`config.mk`:
```
export PLATFORM = sky130hd
export DESIGN_NAME = lcc_cluster
export DESIGN_NICKNAME = d
export VERILOG_FILES = /design/src/lcc_pkg.sv /design/src/lcc_cluster.sv
export SDC_FILE = /design/constraint.sdc
export NUM_CORES = 1
export LEC_CHECK = 0
export BUFFER_PORTS_ARGS = -buffer_cell sky130_fd_sc_hd__buf_2
export CORE_MARGIN = 2
export CORE_UTILIZATION = 32
export CTS_CLUSTER_SIZE = 28
export DETAILED_ROUTE_END_ITERATION = 6
export MAX_ROUTING_LAYER = met4
export REMOVE_ABC_BUFFERS = 1
export SLEW_MARGIN = 20
export SYNTH_ARGS = -nofsm -noshare
export SYNTH_HDL_FRONTEND = slang
export SYNTH_SLANG_ARGS = --single-unit
```
`constraint.sdc`:
```
create_clock -name clk_i -period 10.5 [get_ports clk_i]
set_clock_uncertainty 0.15 [all_clocks]
set_input_delay 1.05 -clock clk_i [delete_from_list [all_inputs] [get_ports clk_i]]
set_output_delay 1.05 -clock clk_i [all_outputs]
set_load 0.02 [all_outputs]
```
`src/lcc_pkg.sv`:
```
`default_nettype none

package lcc_pkg;

    // ========================================================================
    // cluster shape
    // ========================================================================
    localparam int LCC_CELLS      = 10;   // cells per cluster
    localparam int LCC_CTRL_SIGS  = 9;    // shared control lines
    localparam int LCC_MAX_CTRL   = 6;    // most lines in use at once
    localparam int LCC_COUT_LOW   = 3;    // index of the fourth cell
    localparam int LCC_COUT_HIGH  = 9;    // index of the tenth cell
    localparam int LCC_AREA_CELLS = 5;    // cells feeding each local area

    // ========================================================================
    // register map (byte addresses, one word each)
    // ========================================================================
    localparam logic [7:0]  LCC_CELL_CFG_BASE      = 8'h00;
    localparam logic [7:0]  LCC_CLUSTER_CTRL_ADDR  = 8'h28;
    localparam logic [7:0]  LCC_STATUS_ADDR        = 8'h2c;
    localparam logic [31:0] LCC_CELL_CFG_RESET     = 32'h0000_0000;
    localparam logic [31:0] LCC_CLUSTER_CTRL_RESET = 32'h0000_0000;
    localparam int          LCC_STAT_OVERUSE_BIT   = 16;
    localparam int          LCC_STAT_CONFLICT_BIT  = 17;

    // ========================================================================
    // modes and field layouts
    // ========================================================================
    typedef enum logic [1:0] {
        LCC_MODE_NORMAL = 2'h0,
        LCC_MODE_ARITH  = 2'h1,
        LCC_MODE_MULT   = 2'h2,
        LCC_MODE_RSVD   = 2'h3
    } lcc_mode_t;

    typedef enum logic [1:0] {
        LCC_FF_D  = 2'h0,
        LCC_FF_T  = 2'h1,
        LCC_FF_JK = 2'h2,
        LCC_FF_SR = 2'h3
    } lcc_ff_t;

    // per-cell configuration word
    typedef struct packed {
        logic [1:0]  spare;        // 31:30 read back as written
        logic        reg_used;     // 29 register holds state
        logic        counter;      // 28 cell is a counter bit
        logic        chain_start;  // 27 carry chain begins here
        logic        pack_reg;     // 26 register fed from lut_input_d
        logic        cascade_in;   // 25 lut_input_d from previous cell
        logic        c_from_carry; // 24 lut input c from carry
        logic        own_enable;   // 23 individual clock enable
        logic        clock_two;    // 22 use cluster clock two
        logic        out_b_reg;    // 21 output b from register
        logic        out_a_reg;    // 20 output a from register
        lcc_ff_t     ff;           // 19:18
        lcc_mode_t   mode;         // 17:16
        logic [15:0] lut_mask;     // 15:0 truth table
    } lcc_cell_cfg_t;

    // cluster control word
    typedef struct packed {
        logic [15:0] spare;         // 31:16
        logic        aload_sel;     // 15 async preset line loads data
        logic        cout_from_ten; // 14
        logic        cout_from_four;// 13
        logic        rsvd12;        // 12
        logic        chip_clear_en; // 11
        logic        two_falling;   // 10 clock two acts on falling edge
        logic        one_falling;   // 9 clock one acts on falling edge
        logic [8:0]  use_mask;      // 8:0 shared lines in use
    } lcc_cluster_ctrl_t;

    // shared control lines, same order as use_mask
    typedef struct packed {
        logic sync_load;
        logic sync_clear;
        logic async_load;
        logic async_preset;
        logic async_clear;
        logic enable_two;
        logic cluster_clock_enable_one;
        logic clock_two;
        logic cluster_clock_one;
    } lcc_ctrl_t;

endpackage

`default_nettype wire
```
`src/lcc_cluster.sv`:
```
// Behaviour
// (RL1) cluster holds exactly ten cells
// (RL2) at most six shared control lines used
// (RL3) each clock paired with its own enable
// (RL4) cells may use an individual clock enable
// (RL5) both edges need both cluster clock lines
// (RL6) four-input lookup, register, carry-select per cell
// (RL7) register acts as D, T, JK, SR
// (RL8) combinational use bypasses the register
// (RL9) two outputs, each lookup or register
// (RL10) cascade to next cell on input d
// (RL11) cluster carry-out from fourth/tenth cell only
// (RL12) normal, arithmetic, multiplier modes route inputs
// (RL13) normal mode: carry or input c
// (RL14) no register packing when carry feeds lookup
// (RL15) cluster carry-in picks chain, selects sum
// (RL16) two carry-outs from first two inputs
// (RL17) counter enable and direction from data
// (RL18) sync clear/load hit all; counter exclusivity; code only flags a counter/register mix as a status conflict
// (RL19) shared controls reach every normal/arith register
// (RL20) carry chain may start at any cell
// (RL21) alternate cells feed left/right local areas
// (RL22) async clear beats preset or load
// (RL23) chip-wide clear overrides everything
// (RL24) update only on edge with enable
`timescale 1ns/100ps
`default_nettype none

module lcc_cluster (
    input  wire logic                                  clk_i,
    input  wire logic                                  rst_i,
    input  wire logic [7:0]                            avs_address_i,
    input  wire logic                                  avs_read_i,
    input  wire logic                                  avs_write_i,
    input  wire logic [31:0]                           avs_writedata_i,
    input  wire logic [3:0]                            avs_byteenable_i,
    output var  logic [31:0]                           avs_readdata_o,
    output var  logic                                  avs_waitrequest_o,
    input  wire logic                                  chip_wide_clear_n_i,
    input  wire lcc_pkg::lcc_ctrl_t                    ctrl_i,
    input  wire logic [lcc_pkg::LCC_CELLS-1:0][3:0]    cell_data_i,
    input  wire logic [lcc_pkg::LCC_CELLS-1:0]         cell_enable_i,
    input  wire logic                                  cluster_carry_in_i,
    input  wire logic                                  carry_chain_zero_in_i,
    input  wire logic                                  carry_chain_one_in_i,
    input  wire logic                                  cascade_in_i,
    output var  logic [lcc_pkg::LCC_CELLS-1:0]         out_a_o,
    output var  logic [lcc_pkg::LCC_CELLS-1:0]         out_b_o,
    output var  logic                                  cluster_carry_out_o,
    output var  logic                                  cascade_out_o,
    output var  logic [lcc_pkg::LCC_AREA_CELLS-1:0]    left_area_o,
    output var  logic [lcc_pkg::LCC_AREA_CELLS-1:0]    right_area_o
);

    // ========================================================================
    // configuration state
    // ========================================================================
    lcc_pkg::lcc_cell_cfg_t     cfg_q [lcc_pkg::LCC_CELLS];   // see (RL1)
    lcc_pkg::lcc_cluster_ctrl_t ctl_q;
    logic [lcc_pkg::LCC_CELLS-1:0] state_q;
    logic                          wait_q;
    logic [31:0]                   rdata_q;
    lcc_pkg::lcc_ctrl_t            ctl_prev_q;

    // ========================================================================
    // avalon slave: two cycles per access
    // ========================================================================
    logic        bus_req;
    logic        bus_commit;
    logic [5:0]  word_idx;
    logic [31:0] rd_d;

    assign bus_req    = avs_read_i | avs_write_i;
    assign bus_commit = avs_write_i & ~wait_q;
    assign word_idx   = avs_address_i[7:2];

    // lane-wise write merge
    function automatic logic [31:0] lane_merge(input logic [31:0] old_w,
                                               input logic [31:0] new_w,
                                               input logic [3:0]  be);
        logic [31:0] res;
        res = old_w;
        for (int b = 0; b < 4; b++) begin
            if (be[b]) begin
                res[b*8 +: 8] = new_w[b*8 +: 8];
            end
        end
        return res;
    endfunction

    // waitrequest low one cycle per request
    always_ff @(posedge clk_i) begin
        if (rst_i) begin
            wait_q <= 1'b1;
        end else begin
            wait_q <= ~(bus_req & wait_q);
        end
    end

    // read data caught early, stands while waitrequest low
    always_ff @(posedge clk_i) begin
        if (rst_i) begin
            rdata_q <= 32'h0000_0000;
        end else if (avs_read_i & wait_q) begin
            rdata_q <= rd_d;
        end
    end

    // ========================================================================
    // cluster-wide control decoding
    // ========================================================================
    logic               overuse;
    logic               conflict;
    lcc_pkg::lcc_ctrl_t ctl_used;
    logic               tick_one;
    logic               tick_two;
    logic [3:0]         used_cnt;

    // unmarked lines are ignored
    assign ctl_used = ctrl_i & ctl_q.use_mask;

    // over six lines in use freezes clocked register updates
    always_comb begin
        used_cnt = 4'h0;
        for (int k = 0; k < lcc_pkg::LCC_CTRL_SIGS; k++) begin
            used_cnt = used_cnt + {3'h0, ctl_q.use_mask[k]};
        end
        overuse = (used_cnt > 4'(lcc_pkg::LCC_MAX_CTRL)); // see (RL2)
    end

    // clock lines are sampled levels; each line has its own edge
    always_ff @(posedge clk_i) begin
        if (rst_i) begin
            ctl_prev_q <= '0;
        end else begin
            ctl_prev_q <= ctl_used;
        end
    end

    // a cell needing the other edge must sit on the other line
    assign tick_one = ctl_q.one_falling ?
                      (ctl_prev_q.cluster_clock_one & ~ctl_used.cluster_clock_one) :
                      (~ctl_prev_q.cluster_clock_one & ctl_used.cluster_clock_one); // see (RL5)
    assign tick_two = ctl_q.two_falling ?
                      (ctl_prev_q.clock_two & ~ctl_used.clock_two) :
                      (~ctl_prev_q.clock_two & ctl_used.clock_two); // see (RL5)

    // ========================================================================
    // cell datapath, low cell to high cell
    // ========================================================================
    logic [lcc_pkg::LCC_CELLS-1:0] comb_res;
    logic [lcc_pkg::LCC_CELLS-1:0] ff_next;
    logic [lcc_pkg::LCC_CELLS-1:0] cell_tick;
    logic [lcc_pkg::LCC_CELLS-1:0] cell_en;
    logic [lcc_pkg::LCC_CELLS-1:0] chain_zero;
    logic [lcc_pkg::LCC_CELLS-1:0] chain_one;
    logic [lcc_pkg::LCC_CELLS-1:0] load_val;

    always_comb begin
        logic       c0;
        logic       c1;
        logic       casc;
        logic       a_in;
        logic       b_in;
        logic       carry_sel;
        logic       chosen;
        logic       sum;
        logic       in_c;
        logic       in_d;
        logic       lut;
        logic       dval;
        logic       gen;
        logic       prop;
        logic       line_en;
        logic [3:0] d;
        c0        = carry_chain_zero_in_i;
        c1        = carry_chain_one_in_i;
        casc      = cascade_in_i;
        a_in      = 1'b0;
        b_in      = 1'b0;
        carry_sel = 1'b0;
        chosen    = 1'b0;
        sum       = 1'b0;
        in_c      = 1'b0;
        in_d      = 1'b0;
        lut       = 1'b0;
        dval      = 1'b0;
        gen       = 1'b0;
        prop      = 1'b0;
        line_en   = 1'b0;
        d         = 4'h0;
        comb_res  = '0;
        ff_next   = '0;
        cell_tick = '0;
        cell_en   = '0;
        chain_zero = '0;
        chain_one = '0;
        load_val  = '0;
        for (int i = 0; i < lcc_pkg::LCC_CELLS; i++) begin
            d = cell_data_i[i];
            // a new chain assumes carry 0 and 1 at once
            if (cfg_q[i].chain_start) begin
                c0 = 1'b0; // see (RL20)
                c1 = 1'b1; // see (RL20)
            end
            // counter bits add the register to 0 (up) or all ones (down)
            a_in = cfg_q[i].counter ? state_q[i] : d[0];
            b_in = cfg_q[i].counter ? ~d[3] : d[1]; // see (RL17)
            carry_sel = cfg_q[i].counter ? d[3] : cluster_carry_in_i;
            chosen = carry_sel ? c1 : c0; // see (RL15)
            sum  = a_in ^ b_in ^ chosen; // see (RL15)
            gen  = a_in & b_in;
            prop = a_in | b_in;
            chain_zero[i] = c0 ? prop : gen; // see (RL16)
            chain_one[i]  = c1 ? prop : gen; // see (RL16)
            // normal mode lookup inputs
            in_c = cfg_q[i].c_from_carry ? chosen : d[2]; // see (RL13)
            in_d = cfg_q[i].cascade_in ? casc : d[3]; // see (RL10)
            lut  = cfg_q[i].lut_mask[{in_d, in_c, d[1], d[0]}]; // see (RL6)
            // mode routes the four inputs
            case (cfg_q[i].mode)
                lcc_pkg::LCC_MODE_NORMAL: begin
                    comb_res[i] = lut; // see (RL12)
                    dval = (cfg_q[i].pack_reg & ~cfg_q[i].c_from_carry) ?
                           d[3] : lut; // see (RL14)
                end
                lcc_pkg::LCC_MODE_ARITH,
                lcc_pkg::LCC_MODE_MULT: begin
                    comb_res[i] = sum; // see (RL12)
                    dval = sum;
                end
                default: begin
                    comb_res[i] = lut;
                    dval = lut;
                end
            endcase
            // register behaviour selected per cell
            case (cfg_q[i].ff)
                lcc_pkg::LCC_FF_D:  ff_next[i] = dval; // see (RL7)
                lcc_pkg::LCC_FF_T:  ff_next[i] = state_q[i] ^ dval; // see (RL7)
                lcc_pkg::LCC_FF_JK: ff_next[i] = (dval & ~state_q[i]) |
                                                 (~d[2] & state_q[i]); // see (RL7)
                lcc_pkg::LCC_FF_SR: ff_next[i] = dval | (~d[2] & state_q[i]); // see (RL7)
                default:            ff_next[i] = state_q[i];
            endcase
            // enable one is lent to the multiplier
            if (cfg_q[i].clock_two) begin
                line_en = ctl_used.enable_two | ~ctl_q.use_mask[3]; // see (RL3)
            end else if (cfg_q[i].mode == lcc_pkg::LCC_MODE_MULT) begin
                line_en = 1'b1;
            end else begin
                line_en = ctl_used.cluster_clock_enable_one |
                          ~ctl_q.use_mask[2]; // see (RL3)
            end
            cell_en[i] = cfg_q[i].own_enable ? cell_enable_i[i] : line_en; // see (RL4)
            if (cfg_q[i].counter) begin
                cell_en[i] = cell_en[i] & d[2]; // see (RL17)
            end
            cell_tick[i] = cfg_q[i].clock_two ? tick_two : tick_one; // see (RL19)
            load_val[i]  = d[2];
            c0   = chain_zero[i];
            c1   = chain_one[i];
            casc = comb_res[i]; // see (RL10)
        end
    end

    // a counter beside any other used register raises the conflict flag
    always_comb begin
        logic any_cnt;
        logic any_other;
        any_cnt   = 1'b0;
        any_other = 1'b0;
        for (int i = 0; i < lcc_pkg::LCC_CELLS; i++) begin
            any_cnt   = any_cnt | cfg_q[i].counter;
            any_other = any_other | (cfg_q[i].reg_used & ~cfg_q[i].counter);
        end
        conflict = any_cnt & any_other; // see (RL18)
    end

    // ========================================================================
    // cell registers
    // ========================================================================
    // async lines land at the next edge here
    // chip clear ranks first
    always_ff @(posedge clk_i) begin
        if (rst_i) begin
            state_q <= '0;
        end else begin
            for (int i = 0; i < lcc_pkg::LCC_CELLS; i++) begin
                if (ctl_q.chip_clear_en & ~chip_wide_clear_n_i) begin
                    state_q[i] <= 1'b0; // see (RL23)
                end else if (ctl_used.async_clear) begin
                    state_q[i] <= 1'b0; // see (RL22)
                end else if (ctl_used.async_preset & ~ctl_q.aload_sel) begin
                    state_q[i] <= 1'b1;
                end else if (ctl_used.async_load |
                             (ctl_used.async_preset & ctl_q.aload_sel)) begin
                    state_q[i] <= load_val[i];
                end else if (!overuse && cell_tick[i] && cell_en[i]) begin // see (RL24)
                    if (ctl_used.sync_clear) begin
                        state_q[i] <= 1'b0; // see (RL18)
                    end else if (ctl_used.sync_load) begin
                        state_q[i] <= load_val[i]; // see (RL18)
                    end else begin
                        state_q[i] <= ff_next[i];
                    end
                end
            end
        end
    end

    // ========================================================================
    // cell outputs and routing areas
    // ========================================================================
    // registered: lookup results show a cycle later
    always_ff @(posedge clk_i) begin
        if (rst_i) begin
            out_a_o <= '0;
            out_b_o <= '0;
        end else begin
            for (int i = 0; i < lcc_pkg::LCC_CELLS; i++) begin
                out_a_o[i] <= cfg_q[i].out_a_reg ? state_q[i] : comb_res[i]; // see (RL9)
                out_b_o[i] <= cfg_q[i].out_b_reg ? state_q[i] : comb_res[i]; // see (RL8)
            end
        end
    end

    // even cells feed left, odd right
    always_ff @(posedge clk_i) begin
        if (rst_i) begin
            left_area_o  <= '0;
            right_area_o <= '0;
        end else begin
            for (int k = 0; k < lcc_pkg::LCC_AREA_CELLS; k++) begin
                left_area_o[k]  <= cfg_q[2*k].out_a_reg ?
                                   state_q[2*k] : comb_res[2*k]; // see (RL21)
                right_area_o[k] <= cfg_q[2*k+1].out_a_reg ?
                                   state_q[2*k+1] : comb_res[2*k+1]; // see (RL21)
            end
        end
    end

    // carry out from two cells, tenth wins
    always_ff @(posedge clk_i) begin
        if (rst_i) begin
            cluster_carry_out_o <= 1'b0;
            cascade_out_o       <= 1'b0;
        end else begin
            cascade_out_o <= comb_res[lcc_pkg::LCC_CELLS-1];
            if (ctl_q.cout_from_ten) begin
                cluster_carry_out_o <= cluster_carry_in_i ?
                                       chain_one[lcc_pkg::LCC_COUT_HIGH] :
                                       chain_zero[lcc_pkg::LCC_COUT_HIGH]; // see (RL11)
            end else if (ctl_q.cout_from_four) begin
                cluster_carry_out_o <= cluster_carry_in_i ?
                                       chain_one[lcc_pkg::LCC_COUT_LOW] :
                                       chain_zero[lcc_pkg::LCC_COUT_LOW]; // see (RL11)
            end else begin
                cluster_carry_out_o <= 1'b0;
            end
        end
    end

    // ========================================================================
    // register file
    // ========================================================================
    // writes land on the completing edge
    always_ff @(posedge clk_i) begin
        if (rst_i) begin
            for (int i = 0; i < lcc_pkg::LCC_CELLS; i++) begin
                cfg_q[i] <= lcc_pkg::LCC_CELL_CFG_RESET;
            end
            ctl_q <= lcc_pkg::LCC_CLUSTER_CTRL_RESET;
        end else if (bus_commit) begin
            for (int i = 0; i < lcc_pkg::LCC_CELLS; i++) begin
                if (word_idx == 6'(i + 32'(lcc_pkg::LCC_CELL_CFG_BASE[7:2]))) begin
                    cfg_q[i] <= lane_merge(cfg_q[i], avs_writedata_i,
                                           avs_byteenable_i);
                end
            end
            if (word_idx == lcc_pkg::LCC_CLUSTER_CTRL_ADDR[7:2]) begin
                ctl_q <= lane_merge(ctl_q, avs_writedata_i, avs_byteenable_i);
            end
        end
    end

    // read mux; unmapped words read zero
    always_comb begin
        rd_d = 32'h0000_0000;
        for (int i = 0; i < lcc_pkg::LCC_CELLS; i++) begin
            if (word_idx == 6'(i + 32'(lcc_pkg::LCC_CELL_CFG_BASE[7:2]))) begin
                rd_d = cfg_q[i];
            end
        end
        if (word_idx == lcc_pkg::LCC_CLUSTER_CTRL_ADDR[7:2]) begin
            rd_d = ctl_q;
        end
        if (word_idx == lcc_pkg::LCC_STATUS_ADDR[7:2]) begin
            rd_d[lcc_pkg::LCC_CELLS-1:0]          = state_q;
            rd_d[lcc_pkg::LCC_STAT_OVERUSE_BIT]  = overuse;
            rd_d[lcc_pkg::LCC_STAT_CONFLICT_BIT] = conflict;
        end
    end

    assign avs_readdata_o    = rdata_q;
    assign avs_waitrequest_o = wait_q;

endmodule

`default_nettype wire

```
==> results.yml, run 1 <==
outcome:
  status: "completed"
hold_path:
  whs_path_depth: 2
  worstHoldStart: "ctl_q[28]"
  hold_end: "ctl_q[28]"
  hold_class: "flop to flop"
floorplan:
  die-width_um: 282
  row_count: 101
  die_area_um2: 79300
  core_um2: 76100
  start_util_pct: 32.4
  dieHeight_um: 282
  io_pins: 177
critical_path:
  crit_start: "state_q[0]"
  reg2reg_depth: 25
  arrival_ns: 8.14
  r2r-end: "state_q[9]"
  start_kind: "flop"
  path_max_fanout: 7
  r2r_setup_slack_ns: 2.75
  r2r-start: "state_q[0]"
  critical_path_class: "flop to flop"
  crit_path_end_kind: "flop"
  crit_required_ns: 10.90
clocking:
  post_cts_buffers: 0
  tritoncts: "yes"
  cts_root_buf: "clkbuf_16"
  clkLatencyLatePin_ns: 0.63
  cts_max_path_buffers: 3
  htreeDepth: 2
  numCtsBuffers: 48
  clk_pin_slew_ns: 0.06
  ctsResizeCount: 0
  clock_sinks: 419
  cts_hold_buf: 0
global_route:
  grt_overflow_total: 0
  grt_max_degree: 72
  grt_pass1_vias: 19500
  antenna_found_initial: 8
  grt_pass1_wl_um: 128000
  grt_usage_pct: 22.7
timing:
  slew_headroom_pct: 24.1
  rsz0062_at_grt: "no"
  period_needed_ns: 7.75
  maxSlewViolCount: 0
  fin_tns_setup_ns: 0
  tightest_slew_ns: 1.14
  period_share_pct: 73.8
  hold_ws_ns: 0.304
  setup_viol: 0
  clock.fmax_mhz: 129
  finalHoldViolCount: 0
finish:
  drive_gt1_share_pct: 16.0
  final_cell_area_um2: 28000
  layout.cells.non_filler: 3649
  fin_util_pct: 36.8
  nets: 2748
  syn_to_final_growth_pct: 13.5
routing:
  first_iter_violations: 1848
  viasPerCell: 5.41
  avgRoutedWirePerCell_um: 24.2
  via_count: 19700
  wl_um: 88400
  drt.antenna.violating_nets: 0
  drcViolationCount: 0
  drt_first_pass_iters: 5
place:
  placed_area_um2: 26500
  io_buffers: 174
  placed_cells: 3550
  place.gp.congestion: 0.932
  dp_hpwl_um: 68500
synth:
  synthesis.area_um2: 24700
  ys_types: 103
  syn_area_per_cell_um2: 9.97
  seq_area_frac_synth_pct: 47.0
  synth_flop_cell: "edfxtp_1"
  synth-edff-count: 320
  postSynthCellCount: 2473
  synth_seq_cells: 419
  yosysWarnings: 0
  ys_async_sr_fraction_pct: 0
power_and_ir_drop:
  powerDensity_nw_per_um2: 145
  irDropWorstVdd_mv: 0.119
  leakage_nw: 10.7
flow_run:
  maxCapViolCount: 0
## report_power, final
group	internal [W]	switching, W
Sequential	0.00184	0.0000450
Combinational	0.000194	0.000357
Clock	0.000896	0.000715
Total	0.00293	0.00112
## layout by cell type, fill, tap and decap left out, types with 10 or more instances in the layout
master       n
o21ai_0    101
nor2b_1     23
a31oi_1     23
nand3_1     46
mux4_2      39
edfxtp_1   320
a21oi_1    181
a311oi_1    10
o21a_1      14
mux2i_1     62
nor3_1      47
clkinv_1    11
o31ai_1     12
nand2_1    192
mux2_2      37
buf_4       46
a211oi_1    39
o22ai_1     16
nor2_1     205
clkbuf_1    15
ha_1        61
o21ai_1     30
a221oi_1    33
a211o_1     10
clkinv_2    10
nand2b_1    17
buf_2      173
dfxtp_1     99
inv_1      115
o211ai_1    17
clkbuf_16   48
a22oi_1     46
and2_1     324
## state kept, by name, summed over array words and instances (netlist names), 2 cells and up
name	cells
avs_readdata_o	32
cfg_q	320
ctl_prev_q	2
ctl_q	32
out_a_o	10
out_b_o	10
state_q	10
## synthesized netlist by cell type (all sizes together), types with 50 or more instances
cell	n	share of area, %
ha	61	3.1
inv	115	1.8
mux2i	64	2.7
nor3	50	1.0
edfxtp	320	39
dfxtp	99	8.0
clkbuf	152	2.3
nor2	212	3.2
and2	328	8.3
nand2	194	3.0
o21ai	132	2.7
a21oi	181	3.7
## worst max-delay path by stage
stage                            end  slack, ns  depth (start not counted)
final                     state_q[9]       2.75                         25
after global routing      state_q[9]       2.40                         25
after CTS                 state_q[9]       2.82                         25
after detailed placement  state_q[9]       2.30                         26
after global placement    state_q[9]       2.32                         26
after floorplan           state_q[9]       3.12                         25
## layout make-up
cell class	instances	area [µm²]
multi-input combinational	1767	12000
clock buffer	63	1260
sequential	419	11600
timing repair buffer	219	1210
inverter	115	432
antenna	9	22.5
tap	1030	1290
fill	7691	48100
clock inverter	27	203
## per-stage QoR
stage | power (W) | setup slack [ns]
6_report | 0.00405 | 2.75
4_1_cts | 0.00407 | 2.82
5_1_grt | 0.00418 | 2.40
3_3_place_gp | 0.00246 | 2.32
2_1_floorplan | 0.00222 | 3.12
3_5_place_dp | 0.00247 | 2.30
## cells by family after synthesis
family	count (synthesis)	synth area share [%]
and+or+nand+nor	935	19.5
AOI/OAI and AO/OA	608	16.3
DFF	419	47.0
buffers and inverters	287	4.63
muxes	151	8.92
adders and majority gates	66	3.50
xor gates and xnor gates	7	0.249
## per-layer routing
metal,vias to the layer above,part of all wire (%),GRT usage [%]
li1,9194,-,-
met1,9701,42,28.2
met2,682,49,37.5
met3,167,6.2,3.54
met4,0,3.4,8.02
met5,-,0,-
## worst max-delay path, stage by stage (launching register included)
cell	delay (ns)
dfxtp_1	0.56
mux2_2	0.40
ha_1	0.22
nor3b_1	0.17
a311oi_4	0.51
mux2_4	0.38
o211ai_4	0.31
mux2_2	0.42
or3_1	0.35
and2_1	0.21
a311o_1	0.40
mux2i_1	0.15
or3_1	0.36
a31oi_1	0.38
mux4_2	0.56
nand2b_1	0.13
o21ai_0	0.09
a221o_1	0.34
a41o_1	0.24
ha_1	0.30
nand2_1	0.07
o211ai_1	0.08
a2111oi_0	0.60
nand2_1	0.09
o21ai_0	0.10
a21o_1	0.10
Note: power is estimated with default switching activity, not from simulation.
==> run 2: changes to the inputs <==
Clock period 10.5 ns to 7.3 ns, I/O delays scaled along.
==> run 2 against run 1 <==
  * Cell count up 1.6%
  * Register-to-register slack lost 2.4 ns
  * Sequential share of layout area shrank 0.84 points
==> results.yml, run 2 (synthesized netlist as in run 1, its figures left out) <==
finish:
  largest_reg_flops: 320
  fillers: 7638
  fin_util_pct: 37.6
  mostFrequentLayoutCell: "and2_1"
  final_cell_mix: "and2_1 (324), edfxtp_1 (320), nor2_1 (205)"
  drive_gt1_share_pct: 18.4
  nets: 2800
  syn_to_final_growth_pct: 15.8
  multi_input_area_um2: 12100
  regMostFlops: "cfg_q"
  regArea_um2: 11600
timing:
  maxSlewViolCount: 0
  period_share_pct: 94.6
  clock.fmax_mhz: 145
  period_needed_ns: 6.91
  slew_headroom_pct: 22.8
  tightest_slew_ns: 1.15
  fin_tns_setup_ns: 0
  setup_viol: 0
  rsz0062_at_grt: "no"
  finalHoldViolCount: 0
routing:
  drcViolationCount: 0
  wl_um: 89400
  viasPerCell: 5.46
  avgRoutedWirePerCell_um: 24.1
  drt.antenna.violating_nets: 0
  first_iter_violations: 1915
  via_count: 20200
  drt_first_pass_iters: 6
critical_path:
  r2r-end: "state_q[9]"
  cp_num_buf_inv: 1
  crit_path_end_kind: "flop"
  critPathSlowestCell: "mux4_2"
  r2r_setup_slack_ns: 0.39
  reg2reg_depth: 26
  crit_required_ns: 7.69
  r2r-start: "cfg_q[0][28]"
  arrival_ns: 7.30
  path_max_fanout: 5
  start_kind: "flop"
  cpPeakStageDelay_ns: 0.53
  cpLargestDelayFamily: "compound AO/OA/AOI/OAI gates"
  critical_path_class: "flop to flop"
hold_path:
  worstHoldStart: "avs_write_i"
  hold_class: "input pin to flop"
  whs_path_depth: 2
  hold_end: "avs_waitrequest_o"
power_and_ir_drop:
  irDropWorstVdd_mv: 0.179
  leakage_nw: 11.0
  switching_power_w: 0.00163
  seq_power_share_pct: 45.6
  powerDensity_nw_per_um2: 208
  p_int_w: 0.00432
  p_clk_share_pct: 40.4
  p_sw_share_pct: 27.4
  p_comb_share_pct: 14.0
floorplan:
  die-width_um: 282
  start_util_pct: 32.4
  die_area_um2: 79300
  row_count: 101
  dieHeight_um: 282
  core_um2: 76100
  io_pins: 177
global_route:
  use_met3_pct: 3.79
  grt_overflow_total: 0
  grt_usage_pct: 23.0
  use_met2_pct: 37.7
  grt_max_degree: 56
  antenna_found_initial: 14
  grt_pass1_vias: 19900
  grt.met1_usage_pct: 28.4
  top_usage_layer: "met2"
  grt_pass1_wl_um: 129000
clocking:
  numCtsBuffers: 49
  clock_sinks: 419
  clkLatencyLatePin_ns: 0.60
  tritoncts: "yes"
  cts_root_buf: "clkbuf_16"
  cts_hold_buf: 0
  clk_pin_slew_ns: 0.06
  htreeDepth: 2
  cts_max_path_buffers: 3
place:
  io_buffers: 174
  dp_hpwl_um: 69800
  place.gp.congestion: 0.962
flow_run:
  maxCapViolCount: 0
outcome:
  status: "completed"
==> run 2: cell count changes in the layout (fill, tap and decap cells not counted), sizes merged <==
cell and delta:
clkinv -1, clkinvlp +1, bufinv -1, clkbuf +4, diode +5, inv -1
buf +51
==> run 2: power by group through the flow <==
stage               Sequential, W  Combinational [W]  Clock (W)
floorplan                 0.00278           0.000420          0
global placement          0.00276           0.000804          0
detailed placement        0.00276           0.000813          0
CTS                       0.00271           0.000816    0.00244
global route              0.00272           0.000900    0.00252
finish                    0.00271           0.000833    0.00240
==> run 2: through the flow <==
step | instances | power, W | setup slack (ns) | cell area [µm²] | hold WS (ns)
global route | 3706 | 0.00614 | 0.0537 | 28600 | 0.197
finish | 3707 | 0.00594 | 0.392 | 28600 | 0.202
CTS | 3689 | 0.00597 | 0.135 | 28400 | 0.167
global placement | 3597 | 0.00357 | -0.124 | 26900 | 0.282
floorplan | 2301 | 0.00319 | 0.243 | 24000 | 0.280
detailed placement | 3597 | 0.00358 | -0.131 | 26900 | 0.292
==> run 2: timing repair <==
item | CTS | global route
buffers inserted | 0 | 4
setup endpoints to repair | 0 | 1
resized for setup | 0 | 17
==> run 2: cell type report <==
cell class / instances / share of cell area [%]
antenna: 14 / 0.123
clock buffer: 67 / 4.82
clock inverter: 25 / 0.631
inverter: 115 / 1.51
multi-input combinational: 1767 / 42.3
sequential: 419 / 40.6
tap: 1030 / 4.51
timing repair buffer: 270 / 5.58
==> run 2: metal layers <==
layer,vias up,wire length [µm]
met3,157,6510
met1,9927,36100
li1,9313,-
met2,848,43400
met5,-,0
met4,0,3310
==> run 2: worst max path at each step <==
stage,from,endpoint,cells past startpoint
finish,cfg_q[0][28],state_q[9],26
global route,cfg_q[0][28],state_q[9],29
CTS,cfg_q[0][28],state_q[9],30
detailed placement,cell_data_i[0],state_q[9],31
global placement,cell_data_i[0],state_q[9],31
floorplan,cell_data_i[0],state_q[9],25
==> run 3: changes to the inputs <==
Settings changed: SETUP_SLACK_MARGIN set to 0.5.
==> run 3 against run 2 <==
  * Via count shrank 0.33%
  * Largest cell class unchanged
  * Register-to-register slack gained 0.12 ns
  * Cell area grew 0.16%
  * Die area is the same
==> results.yml, run 3 (synthesized netlist as in run 1, its figures left out) <==
clocking:
  cts_root_buf: "clkbuf_16"
  numCtsBuffers: 49
  clkLatencyLatePin_ns: 0.60
  clk_pin_slew_ns: 0.06
  cts_max_path_buffers: 3
  tritoncts: "yes"
  htreeDepth: 2
  clock_sinks: 419
place:
  dp_hpwl_um: 69800
  placed_cells: 3597
  io_buffers: 174
  place.gp.congestion: 0.962
  place_ws_ns: -0.131
timing:
  period_share_pct: 93.0
  finalHoldViolCount: 0
  tightest_slew_ns: 1.09
  slew_headroom_pct: 26.3
  rsz0062_at_grt: "yes"
  clock.fmax_mhz: 147
  hold_ws_ns: 0.204
  layout_setup_ws_ns: 0.511
  period_needed_ns: 6.79
  setup_viol: 0
  maxSlewViolCount: 0
  fin_tns_setup_ns: 0
global_route:
  grt_max_degree: 56
  grt_overflow_total: 0
  grt_usage_pct: 23.0
  antenna_found_initial: 14
  grt_pass1_wl_um: 129000
  grt_pass1_vias: 19900
finish:
  final_cell_mix: "and2_1 (324), edfxtp_1 (320), nor2_1 (205)"
  mostFrequentLayoutCell: "and2_1"
  fin_util_pct: 37.6
  syn_to_final_growth_pct: 16.0
  largest_reg_flops: 320
  drive_gt1_share_pct: 18.7
  layout.cells.non_filler: 3707
  nets: 2800
  regMostFlops: "cfg_q"
floorplan:
  dieHeight_um: 282
  die_area_um2: 79300
  io_pins: 177
  start_util_pct: 32.4
  die-width_um: 282
  row_count: 101
  core_um2: 76100
outcome:
  status: "completed"
routing:
  avgRoutedWirePerCell_um: 24.1
  viasPerCell: 5.44
  via_count: 20200
  drt.antenna.violating_nets: 0
  drt_first_pass_iters: 5
  drcViolationCount: 0
  first_iter_violations: 1998
  wl_um: 89300
power_and_ir_drop:
  irDropWorstVdd_mv: 0.179
  leakage_nw: 11.0
  powerDensity_nw_per_um2: 208
hold_path:
  hold_class: "input pin to flop"
critical_path:
  crit_required_ns: 7.69
  path_max_fanout: 4
  path_common_cell: "buf_4"
  cpPeakStageDelay_ns: 0.49
  crit_path_end_kind: "flop"
  start_kind: "flop"
  arrival_ns: 7.18
  critical_path_class: "flop to flop"
  critPathSlowestCell: "a2111oi_2"
flow_run:
  maxCapViolCount: 0
-- run 3: cell counts in the layout (fill, tap and decap cells not counted) --
No cell type changed its count.
-- run 3: worst paths after layout --
kind / start / endpoint / slack (ns) / depth (start not counted)
worst max-delay path: cfg_q[0][28] / state_q[9] / 0.51 / 30
worst min-delay path: avs_write_i / avs_waitrequest_o / 0.20 / 2
worst max register to register: cfg_q[0][28] / state_q[9] / 0.51 / 30
worst min register to register: ctl_q[31] / ctl_q[31] / 0.31 / 2
-- run 3: power by group --
part / total, W / internal [W] / switching, W
clock: 0.00240 / 0.00136 / 0.00104
combinational: 0.000836 / 0.000310 / 0.000525
sequential: 0.00271 / 0.00265 / 0.0000647
-- run 3: timing repair --
action | 4_1_cts | 5_1_grt
gates cloned | 0 | 0
gates resized for setup | 15 | 10
setup buffers | 4 | 0
hold buffers | 0 | 0
pin swaps | 7 | 1
setup endpoints to repair | 1 | 2
-- run 3: stage by stage --
stage	cell area, µm²	power (W)
5_1_grt	28600	0.00615
2_1_floorplan	24000	0.00319
6_report	28600	0.00595
3_5_place_dp	26900	0.00358
4_1_cts	28500	0.00598
3_3_place_gp	26900	0.00357
-- run 3: per-layer routing --
metal | track usage, % | part of all wire, % | vias to the layer above
met5 | - | 0 | -
met3 | 3.85 | 7.2 | 162
met1 | 28.4 | 41 | 9890
met2 | 37.8 | 49 | 825
met4 | 8.96 | 3.7 | 0
li1 | - | - | 9301
-- run 3: layout make-up --
| cell class | instances | area (µm²) |
|---|---|---|
| fillers | 7632 | 47500 |
| multi-input cells | 1767 | 12100 |
| flip-flops and latches | 419 | 11600 |
| repair buffers | 270 | 1590 |
| clock buffers | 67 | 1380 |
| well taps | 1030 | 1290 |
| inverters | 115 | 432 |
| clock inverters | 25 | 180 |
| diodes | 14 | 35.0 |
-- run 3: critical path, delay by kind of cell, from the launching register on --
| family | cells | cell delay, ns |
|---|---|---|
| flops | 1 | 0.39 |
| compound gates | 15 | 3.24 |
| buf+inv | 5 | 0.88 |
| simple gates | 4 | 0.52 |
| mux | 4 | 1.07 |
| fa+ha+maj | 2 | 0.47 |
